### config.mk
export PLATFORM = sky130hd
export DESIGN_NAME = ivpm_top
export DESIGN_NICKNAME = d
export VERILOG_FILES = /design/src/rtl/ivpm_pkg.sv /design/src/rtl/ivpm_pick.sv /design/src/rtl/ivpm_top.sv
export VERILOG_INCLUDE_DIRS = /design/src /design/src/rtl
export SDC_FILE = /design/constraint.sdc
export NUM_CORES = 1
export LEC_CHECK = 0
export BUFFER_PORTS_ARGS = -buffer_cell sky130_fd_sc_hd__buf_2
export CAP_MARGIN = 5
export CORE_MARGIN = 10
export CORE_UTILIZATION = 52
export CTS_BUF_LIST = sky130_fd_sc_hd__clkbuf_16
export CTS_CLUSTER_SIZE = 40
export DETAILED_ROUTE_END_ITERATION = 6
export PLACE_DENSITY = 0.9
export SETUP_SLACK_MARGIN = 0.4
export SLEW_MARGIN = 30
export SYNTH_ARGS = -nofsm -noshare
export SYNTH_HDL_FRONTEND = slang
export SYNTH_SLANG_ARGS = --single-unit
### constraint.sdc
create_clock -name hclk -period 5.5 [get_ports hclk]
set_input_delay 1.1 -clock hclk [delete_from_list [all_inputs] [get_ports hclk]]
set_output_delay 1.1 -clock hclk [all_outputs]
set_load 0.01 [all_outputs]
### src/rtl/ivpm_params.svh
// constants of the interrupt vector priority map
`ifndef IVPM_PARAMS_SVH
`define IVPM_PARAMS_SVH

`define IVPM_NUM_SRC 37
`define IVPM_IDX_W 6
`define IVPM_VEC_W 7
`define IVPM_ADDR_W 24
`define IVPM_NMI_VEC 7'h07

`define IVPM_OFF_LEVEL_A 8'h00
`define IVPM_OFF_LEVEL_B 8'h04
`define IVPM_OFF_LEVEL_C 8'h08
`define IVPM_OFF_CTRL 8'h0c
`define IVPM_OFF_STATUS 8'h10
`define IVPM_OFF_MASK 8'h14
`define IVPM_OFF_VECTOR 8'h18

`define IVPM_CTRL_ADV_BIT 0
`define IVPM_STAT_NEWVEC_BIT 0
`define IVPM_STAT_NMI_BIT 1
`define IVPM_STAT_W 2
`define IVPM_VEC_VALID_BIT 7
`define IVPM_LVL_RESET 8'h00

// level bit position per source: a = 0..7, b = 8..15, c = 16..23
`define IVPM_LVL_NONE 5'd31
`define IVPM_LVL_ALWAYS 5'd30
`define IVPM_LVL_TABLE { \
   5'd19, 5'd20, 5'd20, 5'd22, 5'd22, 5'd22, 5'd22, 5'd23, 5'd23, 5'd23, \
   5'd23, 5'd9, 5'd9, 5'd9, 5'd9, 5'd10, 5'd10, 5'd10, 5'd11, 5'd11, \
   5'd11, 5'd14, 5'd14, 5'd14, 5'd14, 5'd14, 5'd14, 5'd14, 5'd15, 5'd31, \
   5'd0, 5'd1, 5'd2, 5'd5, 5'd6, 5'd7, 5'd30}

// vector number per source, source 0 in the low bits
`define IVPM_VEC_TABLE { \
   7'd94, 7'd93, 7'd92, 7'd87, 7'd86, 7'd85, 7'd84, 7'd83, 7'd82, 7'd81, \
   7'd80, 7'd75, 7'd74, 7'd73, 7'd72, 7'd70, 7'd69, 7'd68, 7'd66, 7'd65, \
   7'd64, 7'd54, 7'd53, 7'd52, 7'd51, 7'd50, 7'd49, 7'd48, 7'd28, 7'd27, \
   7'd26, 7'd25, 7'd24, 7'd18, 7'd17, 7'd16, 7'd7}

`endif

### src/rtl/ivpm_pkg.sv
// types of the interrupt vector priority map
`default_nettype none
package ivpm_pkg;

   // on-chip requests; last field is source 4 (vector 24)
   typedef struct packed {
      logic twowire1_byte_req;
      logic twowire0_format_switch_req;
      logic twowire0_byte_req;
      logic ser1_tx_end_req;
      logic ser1_tx_empty_req;
      logic ser1_rx_full_req;
      logic ser1_rx_error_req;
      logic ser0_tx_end_req;
      logic ser0_tx_empty_req;
      logic ser0_rx_full_req;
      logic ser0_rx_error_req;
      logic tmrx_capture_req;
      logic tmry_overflow_req;
      logic tmry_match_b_req;
      logic tmry_match_a_req;
      logic tmr1_overflow_req;
      logic tmr1_match_b_req;
      logic tmr1_match_a_req;
      logic tmr0_overflow_req;
      logic tmr0_match_b_req;
      logic tmr0_match_a_req;
      logic frt_overflow_req;
      logic frt_compare_b_req;
      logic frt_compare_a_req;
      logic frt_capture_d_req;
      logic frt_capture_c_req;
      logic frt_capture_b_req;
      logic frt_capture_a_req;
      logic converter_done_req;
      logic addr_break_req;
      logic wdog1_interval_req;
      logic wdog0_interval_req;
      logic xfer_sw_activation_done;
   } ivpm_req_type;

   typedef struct packed {
      logic valid;
      logic [6:0] num;
      logic [23:0] addr;
   } ivpm_vec_type;

   typedef enum logic [1:0] {
      BUS_IDLE = 2'b01,
      BUS_RDWAIT = 2'b10
   } ivpm_bus_state_type;

endpackage : ivpm_pkg
`default_nettype wire

### src/rtl/ivpm_pick.sv
// lowest-index set bit finder
`default_nettype none
module ivpm_pick
#(
   parameter int N = 37,
   parameter int IW = 6
)
(
   input wire logic [N-1:0] req,
   output logic found,
   output logic [IW-1:0] idx
);

   // scan from the top so the lowest set index is left standing
   always_comb
   begin
      found = 1'b0;
      idx = '0;
      for (int i = N - 1; i >= 0; i--)
      begin
         if (req[i])
         begin
            found = 1'b1;
            idx = IW'(i);
         end
      end
   end

endmodule : ivpm_pick
`default_nettype wire

### src/rtl/ivpm_top.sv
// interrupt vector priority map with its register slave
`include "ivpm_params.svh"
`default_nettype none
module ivpm_top
   import ivpm_pkg::*;
(
   input wire logic hclk,
   input wire logic hresetn,
   input wire logic clk_en,
   input wire logic hsel,
   input wire logic [31:0] haddr,
   input wire logic [1:0] htrans,
   input wire logic hwrite,
   input wire logic [2:0] hsize,
   input wire logic hready,
   input wire logic [31:0] hwdata,
   output logic [31:0] hrdata,
   output logic hreadyout,
   output logic hresp,
   input wire logic nmi_pin,
   input wire logic [2:0] irq_pin,
   input wire ivpm_req_type periph_req,
   output ivpm_vec_type vec_out,
   output logic irq
);

   localparam int NS = `IVPM_NUM_SRC;
   localparam int IW = `IVPM_IDX_W;
   localparam logic [NS*5-1:0] LVL_TAB = `IVPM_LVL_TABLE;
   localparam logic [NS*7-1:0] VEC_TAB = `IVPM_VEC_TABLE;

   logic [3:0] pin_meta_q;
   logic [3:0] pin_sync_q;
   logic nmi_prev_q;
   logic [NS-1:0] req_v;
   logic [NS-1:0] lvl_v;
   logic [NS-1:0] hi_req;
   logic [NS-1:0] cand;
   logic found;
   logic [IW-1:0] pick_idx;
   logic [6:0] vec_num_c;
   logic [23:0] addr_c;
   logic [7:0] lvl_a_q;
   logic [7:0] lvl_b_q;
   logic [7:0] lvl_c_q;
   logic [23:0] lvl_all;
   logic adv_q;
   logic [1:0] status_q;
   logic [1:0] mask_q;
   logic [1:0] status_d;
   logic new_vec_ev;
   logic nmi_ev;
   logic irq_q;
   ivpm_vec_type vec_q;
   ivpm_bus_state_type bus_q;
   logic accept;
   logic wr_pend_q;
   logic [7:0] addr_q;
   logic hready_q;
   logic hresp_q;
   logic [31:0] hrdata_q;
   logic [31:0] rd_mux;

   assign hrdata = hrdata_q;
   assign hreadyout = hready_q;
   assign hresp = hresp_q;
   assign vec_out = vec_q;
   assign irq = irq_q;

   // pin requests cross in through two flops
   always_ff @(posedge hclk or negedge hresetn)
   begin
      if (!hresetn)
      begin
         pin_meta_q <= 4'h0;
         pin_sync_q <= 4'h0;
         nmi_prev_q <= 1'b0;
      end
      else if (clk_en)
      begin
         pin_meta_q <= {irq_pin, nmi_pin};
         pin_sync_q <= pin_meta_q;
         nmi_prev_q <= pin_sync_q[0];
      end
   end

   // source i sits at bit i, ordered by vector number
   assign req_v = {periph_req, pin_sync_q};
   assign lvl_all = {lvl_c_q, lvl_b_q, lvl_a_q};

   for (genvar g = 0; g < NS; g++)
   begin : g_lvl
      localparam logic [4:0] POS = LVL_TAB[g*5 +: 5];
      if (POS == `IVPM_LVL_ALWAYS)
      begin : g_top
         assign lvl_v[g] = 1'b1;
      end
      else if (POS == `IVPM_LVL_NONE)
      begin : g_none
         assign lvl_v[g] = 1'b0;
      end
      else
      begin : g_bit
         assign lvl_v[g] = lvl_all[POS];
      end
   end

   // raised group first, then lowest index inside the group
   assign hi_req = req_v & lvl_v;
   assign cand = (|hi_req) ? hi_req : req_v;

   ivpm_pick #(
      .N(NS),
      .IW(IW)
   ) u_pick (
      .req(cand),
      .found(found),
      .idx(pick_idx)
   );

   // table holds only assigned vectors
   assign vec_num_c = VEC_TAB[7*int'(pick_idx) +: 7];
   assign addr_c = adv_q ? {15'h0000, vec_num_c, 2'b00} : {16'h0000, vec_num_c, 1'b0};

   always_ff @(posedge hclk or negedge hresetn)
   begin
      if (!hresetn)
         vec_q <= '0;
      else if (clk_en)
      begin
         vec_q.valid <= found;
         vec_q.num <= found ? vec_num_c : 7'h00;
         vec_q.addr <= found ? addr_c : 24'h000000;
      end
   end

   assign new_vec_ev = found && (!vec_q.valid || vec_q.num != vec_num_c);
   assign nmi_ev = pin_sync_q[0] && !nmi_prev_q;

   // bus slave: writes zero wait, reads one wait
   assign accept = hsel && htrans[1] && hready;

   always_ff @(posedge hclk or negedge hresetn)
   begin
      if (!hresetn)
      begin
         bus_q <= BUS_IDLE;
         hready_q <= 1'b1;
         hresp_q <= 1'b0;
         wr_pend_q <= 1'b0;
         addr_q <= 8'h00;
         hrdata_q <= 32'h00000000;
      end
      else if (clk_en)
      begin
         hresp_q <= 1'b0;
         wr_pend_q <= accept && hwrite;
         if (accept)
            addr_q <= haddr[7:0];
         case (bus_q)
            BUS_IDLE:
            begin
               if (accept && !hwrite)
               begin
                  bus_q <= BUS_RDWAIT;
                  hready_q <= 1'b0;
               end
            end
            BUS_RDWAIT:
            begin
               hrdata_q <= rd_mux;
               hready_q <= 1'b1;
               bus_q <= BUS_IDLE;
            end
            default:
            begin
               bus_q <= BUS_IDLE;
               hready_q <= 1'b1;
            end
         endcase
      end
   end

   always_comb
   begin
      case (addr_q)
         `IVPM_OFF_LEVEL_A: rd_mux = {24'h000000, lvl_a_q};
         `IVPM_OFF_LEVEL_B: rd_mux = {24'h000000, lvl_b_q};
         `IVPM_OFF_LEVEL_C: rd_mux = {24'h000000, lvl_c_q};
         `IVPM_OFF_CTRL: rd_mux = {31'h00000000, adv_q};
         `IVPM_OFF_STATUS: rd_mux = {30'h00000000, status_q};
         `IVPM_OFF_MASK: rd_mux = {30'h00000000, mask_q};
         `IVPM_OFF_VECTOR: rd_mux = {24'h000000, vec_q.valid, vec_q.num};
         default: rd_mux = 32'h00000000;
      endcase
   end

   always_ff @(posedge hclk or negedge hresetn)
   begin
      if (!hresetn)
      begin
         lvl_a_q <= `IVPM_LVL_RESET;
         lvl_b_q <= `IVPM_LVL_RESET;
         lvl_c_q <= `IVPM_LVL_RESET;
         adv_q <= 1'b0;
         mask_q <= 2'b00;
      end
      else if (clk_en && wr_pend_q)
      begin
         case (addr_q)
            `IVPM_OFF_LEVEL_A: lvl_a_q <= hwdata[7:0];
            `IVPM_OFF_LEVEL_B: lvl_b_q <= hwdata[7:0];
            `IVPM_OFF_LEVEL_C: lvl_c_q <= hwdata[7:0];
            `IVPM_OFF_CTRL: adv_q <= hwdata[`IVPM_CTRL_ADV_BIT];
            `IVPM_OFF_MASK: mask_q <= hwdata[1:0];
            default:
            begin
            end
         endcase
      end
   end

   // sticky events, write one to clear, a new event beats the clear
   always_comb
   begin
      status_d = status_q;
      if (wr_pend_q && addr_q == `IVPM_OFF_STATUS)
         status_d = status_q & ~hwdata[1:0];
      status_d[`IVPM_STAT_NEWVEC_BIT] = status_d[`IVPM_STAT_NEWVEC_BIT] | new_vec_ev;
      status_d[`IVPM_STAT_NMI_BIT] = status_d[`IVPM_STAT_NMI_BIT] | nmi_ev;
   end

   always_ff @(posedge hclk or negedge hresetn)
   begin
      if (!hresetn)
      begin
         status_q <= 2'b00;
         irq_q <= 1'b0;
      end
      else if (clk_en)
      begin
         status_q <= status_d;
         irq_q <= |(status_q & mask_q);
      end
   end

   chk_nmi_first: assert property (@(posedge hclk) disable iff (!hresetn)
      clk_en && pin_sync_q[0] |=> vec_q.valid && vec_q.num == `IVPM_NMI_VEC)
      else $error("pin nmi did not win");

   chk_lowest_vector: assert property (@(posedge hclk) disable iff (!hresetn)
      clk_en && req_v[1] && lvl_v[1] && !req_v[0] |=> vec_q.num == 7'd16)
      else $error("lowest vector at raised level not chosen");

   chk_level_lifts: assert property (@(posedge hclk) disable iff (!hresetn)
      clk_en && req_v[8] && lvl_v[8] && !(|hi_req[7:0]) |=> vec_q.num == 7'd28)
      else $error("raised converter group did not win");

   chk_group_order: assert property (@(posedge hclk) disable iff (!hresetn)
      clk_en && req_v[18:16] == 3'b110 && req_v[15:0] == 16'h0000
      && !(|hi_req[36:19]) |=> vec_q.num == 7'd65)
      else $error("order inside timer 0 group wrong");

   chk_table_addr: assert property (@(posedge hclk) disable iff (!hresetn)
      clk_en ##1 vec_q.valid |-> vec_q.addr == ($past(adv_q)
      ? {15'h0000, vec_q.num, 2'b00} : {16'h0000, vec_q.num, 1'b0}))
      else $error("vector address wrong for mode");

   chk_xfer_end_vec: assert property (@(posedge hclk) disable iff (!hresetn)
      clk_en && req_v == 37'h10 |=> vec_q.num == 7'd24)
      else $error("transfer end vector wrong");

   chk_break_no_level: assert property (@(posedge hclk) disable iff (!hresetn)
      clk_en && req_v == 37'h80 && lvl_all == 24'hffffff
      |=> vec_q.num == 7'd27 && vec_q.valid)
      else $error("address break vector wrong");

   chk_no_reserved: assert property (@(posedge hclk) disable iff (!hresetn)
      vec_q.valid |-> !(vec_q.num inside {[0:6], [8:15], [19:23], [29:47], [55:63],
      67, 71, [76:79], [88:91], [95:127]}))
      else $error("reserved vector produced");

   chk_irq_level: assert property (@(posedge hclk) disable iff (!hresetn)
      clk_en |=> irq_q == |($past(status_q) & $past(mask_q)))
      else $error("interrupt output does not follow status and mask");

   chk_read_wait: assert property (@(posedge hclk) disable iff (!hresetn)
      clk_en && accept && !hwrite |=> !hready_q ##1 (hready_q || !clk_en))
      else $error("read answer timing wrong");

   chk_converter_vec: assert property (@(posedge hclk) disable iff (!hresetn)
      clk_en && req_v == 37'h100 |=> vec_q.valid && vec_q.num == 7'd28)
      else $error("converter vector wrong");

   chk_frt_vec: assert property (@(posedge hclk) disable iff (!hresetn)
      clk_en && req_v[15:0] == 16'h8000 && !(|hi_req[36:16]) |=> vec_q.num == 7'd54)
      else $error("free timer overflow vector wrong");

   chk_tmr0_vec: assert property (@(posedge hclk) disable iff (!hresetn)
      clk_en && req_v[18:0] == 19'h40000 && !(|hi_req[36:19]) |=> vec_q.num == 7'd66)
      else $error("timer 0 overflow vector wrong");

   chk_tmr1_vec: assert property (@(posedge hclk) disable iff (!hresetn)
      clk_en && req_v[21:0] == 22'h080000 && !(|hi_req[36:20]) |=> vec_q.num == 7'd68)
      else $error("timer 1 match vector wrong");

   chk_tmrxy_vec: assert property (@(posedge hclk) disable iff (!hresetn)
      clk_en && req_v[25:0] == 26'h2000000 && !(|hi_req[36:26]) |=> vec_q.num == 7'd75)
      else $error("timer x capture vector wrong");

   chk_ser0_vec: assert property (@(posedge hclk) disable iff (!hresetn)
      clk_en && req_v[26:0] == 27'h4000000 && !(|hi_req[36:27]) |=> vec_q.num == 7'd80)
      else $error("serial 0 error vector wrong");

   chk_ser1_vec: assert property (@(posedge hclk) disable iff (!hresetn)
      clk_en && req_v[33:0] == 34'h200000000 && !(|hi_req[36:34]) |=> vec_q.num == 7'd87)
      else $error("serial 1 end vector wrong");

   chk_pin_vec: assert property (@(posedge hclk) disable iff (!hresetn)
      clk_en && req_v[3:0] == 4'h8 && !(|hi_req[36:4]) |=> vec_q.num == 7'd18)
      else $error("pin request 2 vector wrong");

   chk_wdog_vec: assert property (@(posedge hclk) disable iff (!hresetn)
      clk_en && req_v[6:0] == 7'h40 && !(|hi_req[36:7]) |=> vec_q.num == 7'd26)
      else $error("watchdog 1 vector wrong");

   chk_twowire_vec: assert property (@(posedge hclk) disable iff (!hresetn)
      clk_en && req_v == 37'h1000000000 |=> vec_q.valid && vec_q.num == 7'd94)
      else $error("two-wire 1 vector wrong");

   chk_status_set: assert property (@(posedge hclk) disable iff (!hresetn)
      clk_en && new_vec_ev |=> status_q[`IVPM_STAT_NEWVEC_BIT])
      else $error("new vector event not recorded");

   cov_nmi: cover property (@(posedge hclk) disable iff (!hresetn)
      clk_en && pin_sync_q[0] && |req_v[36:1]);
   cov_raised_win: cover property (@(posedge hclk) disable iff (!hresetn)
      clk_en && |hi_req[36:1] && |(req_v & ~lvl_v));
   cov_advanced: cover property (@(posedge hclk) disable iff (!hresetn)
      vec_q.valid && adv_q && irq_q);
   cov_frozen: cover property (@(posedge hclk) disable iff (!hresetn)
      !clk_en && found);
   cov_nmi_event: cover property (@(posedge hclk) disable iff (!hresetn)
      clk_en && nmi_ev);

endmodule : ivpm_top
`default_nettype wire

==> impl_metrics.env <==
export IMPL_die_h_um=121
export IMPL_min_period_ns=4.81
export IMPL_yosysUniqueCellTypes=85
export IMPL_synth_edf_count=0
export IMPL_synth_commonest_cells="dfrtp_1, nand2_1, buf_4"
export IMPL_met1_length_um=6360
export IMPL_routed_wl_um=16200
export IMPL_num_io_pins=179
export IMPL_netlist_area_sq_mm=0.00529
export IMPL_grt_pass1_vias=5182
export IMPL_antenna_found_initial=0
export IMPL_vias=5078
export IMPL_synth_async_reset_ratio_pct=100
export IMPL_grt_usage_pct=21.8
export IMPL_antenna_cells=0
export IMPL_clk_path_buf_depth=2
export IMPL_drv_cap=0
export IMPL_worstPathMaxFanout=6
export IMPL_crit_type="input port to register"
export IMPL_clk_latency_ns=0.33
export IMPL_maxSlewHeadroom_pct=54.8
export IMPL_syn_inst=588
export IMPL_ys_seq_area_share_pct=35.0
export IMPL_areaGrowthSynthToFinish_pct=13.9
export IMPL_hpwl_um=12300
export IMPL_cts_buffers=9
export IMPL_dr_pass1_iters=6
export IMPL_place_congestion=0.885
export IMPL_yosys_area_top_type="dfrtp_1"
export IMPL_worstSetupEndpointType="register"
export IMPL_cts_hold_buf=0
export IMPL_slew_viol_final=0
export IMPL_setup_tns_ns=0
export IMPL_globalRouteOverflowTotal=0
export IMPL_rsz0062_at_grt="no"
export IMPL_cp_arrival_ns=5.00
export IMPL_synth_top_cell_area_share_pct=34.5
export IMPL_hold_path_class="register to register"
export IMPL_yosys_warnings=0
export IMPL_synth_flop_cell="dfrtp_1"
export IMPL_hp_start="vec_out[7]"
export IMPL_min_to="vec_out[7]"
export IMPL_clk_pin_slew_ns=0.06
export IMPL_drcViolationCount=0
export IMPL_max_freq_ghz=0.208
export IMPL_viasPerCell=6.25
export IMPL_synthTopCellsByArea="dfrtp_1, mux2_2, buf_4"
export IMPL_post_route_period_util_pct=87.5
export IMPL_power_density_mw_per_mm2=354
export IMPL_synth_avg_cell_area_sq_um=9.00
export IMPL_topRoutingLayerUsed="met4"
export IMPL_wl_met2_um=7570
export IMPL_ys_ff_latch=74
export IMPL_cts_num_sinks=74
export IMPL_core_sq_mm=0.00986
export IMPL_grt_max_degree=47
export IMPL_p_leak_nw=2.81
export IMPL_synth_most_common_cell="dfrtp_1"
export IMPL_setup_viol=0
export IMPL_dieArea_sq_mm=0.0146
export IMPL_nets=792
export IMPL_finClkSkew_ns=0.00670
export IMPL_htreeDepth=3
export IMPL_drive_above_1_share_pct=27.5
export IMPL_clockRootBuffer="clkbuf_16"
export IMPL_postCtsSetupBuffers=0
export IMPL_rrSetupSlack_ns=1.17
export IMPL_antenna_left=0
export IMPL_num_rows=36
export IMPL_die_w_um=121
export IMPL_initial_core_util_pct=53.6
export IMPL_reg2regPathDepth=15
export IMPL_worst_pin_slew_ns=0.674
export IMPL_hold_viol=0
export IMPL_portBuffers=85
export IMPL_r2r_start="pin_sync_q[2]"
export IMPL_grt_pass1_wl_um=26200
export IMPL_placed_area_sq_mm=0.00570
export IMPL_status="complete, no violations"
export IMPL_wl_per_cell_um=19.9
export IMPL_critPathLaunchType="input port"
export IMPL_drtIter0Drc=589
export IMPL_met3_length_um=1820
export IMPL_r2r_end="status_q[0]"
export IMPL_crit_required_ns=5.69
export IMPL_hold_depth=1
export IMPL_cts_tree="yes"
export IMPL_ir_worst_vdd_v=0.000338
export IMPL_finish_instance_area_sq_mm=0.00603
==> through the flow <==
step / power, mW / setup WS, ns / util, % / hold slack [ns] / std cells
floorplan: 1.27 / 0.973 / - / 0.449 / 628
global placement: 1.49 / 0.376 / 57.8 / 0.470 / 797
detailed placement: 1.51 / 0.297 / 57.8 / 0.477 / 797
CTS: 2.12 / 0.606 / 60.9 / 0.493 / 813
global route: 2.26 / 0.472 / 61.1 / 0.506 / 813
finish: 2.14 / 0.689 / 61.1 / 0.485 / 813
==> where the power goes <==
part | switching (mW) | total (mW) | leakage [nW] | internal, mW
Combinational | 0.491 | 0.825 | 1.69 | 0.335
Sequential | 0.0845 | 0.699 | 0.956 | 0.615
Clock | 0.218 | 0.611 | 0.162 | 0.393
==> how the worst max path moves through the flow <==
stage / from / to / slack [ns] / depth (start not counted)
after floorplan: periph_req[15] / vec_out[2] / 0.97 / 17
after detailed placement: periph_req[6] / status_q[0] / 0.30 / 17
final: periph_req[6] / status_q[0] / 0.69 / 18
after global routing: periph_req[26] / status_q[0] / 0.47 / 16
after CTS: periph_req[6] / status_q[0] / 0.61 / 17
after global placement: periph_req[6] / status_q[0] / 0.38 / 17
==> routing by layer <==
layer | vias up | GRT usage [%]
met4 | 0 | 7.84
met3 | 38 | 6.24
met2 | 291 | 36.5
met5 | - | 0
li1 | 2319 | -
met1 | 2430 | 26.0
==> cell type report <==
class	count	area (sq um)
Timing Repair Buffer	99	531
Fill cell	794	3840
Inverter	30	113
Sequential cell	74	1850
Tap cell	133	166
Multi-Input combinational cell	461	3050
Clock inverter	7	86.3
Clock buffer	9	225
==> layout by cell type (no fill, tap or decap), types with 3 or more instances in the layout <==
cell,synthesis,layout
mux2_2,40,40
dfrtp_1,73,73
o2bb2ai_1,7,7
nor2b_1,5,5
a221o_1,3,3
clkbuf_16,0,9
a22oi_1,8,8
inv_1,28,30
and3_1,4,3
a21oi_1,16,16
nand2b_1,5,5
o22ai_1,9,9
buf_2,5,85
nor4_1,6,6
a31oi_1,10,10
o2111ai_1,4,4
nand3b_1,6,6
o21ai_0,37,37
or3_1,4,4
and4_1,3,3
buf_4,42,14
or2_2,3,3
nand2_1,52,52
o21ai_1,7,7
nand4_1,13,13
a211oi_1,7,7
o21a_1,4,4
a21o_1,10,10
xnor2_1,4,4
ha_1,5,5
nand3_1,16,16
nor3_1,17,16
conb_1,1,41
a222oi_1,9,9
a22o_1,10,10
and2_1,3,3
nor2_1,29,29
o211ai_1,8,8
==> registers in the layout (all words and copies together), names as in the netlist <==
register,cells
irq,1
lvl_b_q,8
mask_q,2
vec_out,16
status_q,2
adv_q,1
nmi_prev_q,1
lvl_a_q,8
pin_sync_q,4
wr_pend_q,1
pin_meta_q,4
hrdata,8
bus_q,2
lvl_c_q,8
addr_q,8
==> timing repair <==
item | in CTS | in global routing
setup endpoints to repair | 0 | 2
hold endpoints to repair | 0 | 0
resized for setup | 0 | 2
==> critical path, cell delays in order <==
cell and delay, ns:
buf_2 0.12, or2_1 0.28, o41ai_2 0.29, nand3_1 0.25
buf_4 0.23, nor2_1 0.25, o21ai_0 0.19, a31o_2 0.28
o211a_1 0.25, o21ai_1 0.12, buf_4 0.17, ha_1 0.26
inv_1 0.11, nand4_1 0.11, nand4_1 0.11, a2111o_1 0.41
nor4_2 0.29, a41oi_1 0.17
==> kinds of logic (layout without fill, tap and decap cells) <==
group / count (synthesis) / count (layout) / synth area share [%]
fa+ha+maj: 5 / 5 / 1.18
buf+inv: 93 / 145 / 10.4
mux: 42 / 42 / 8.89
other cells: 1 / 41 / 0.0709
flops: 74 / 74 / 35.0
simple gates: 185 / 185 / 18.4
compound gates: 184 / 184 / 25.3
xor+xnor: 4 / 4 / 0.662
No activity file was read; power rests on OpenSTA's default activity.
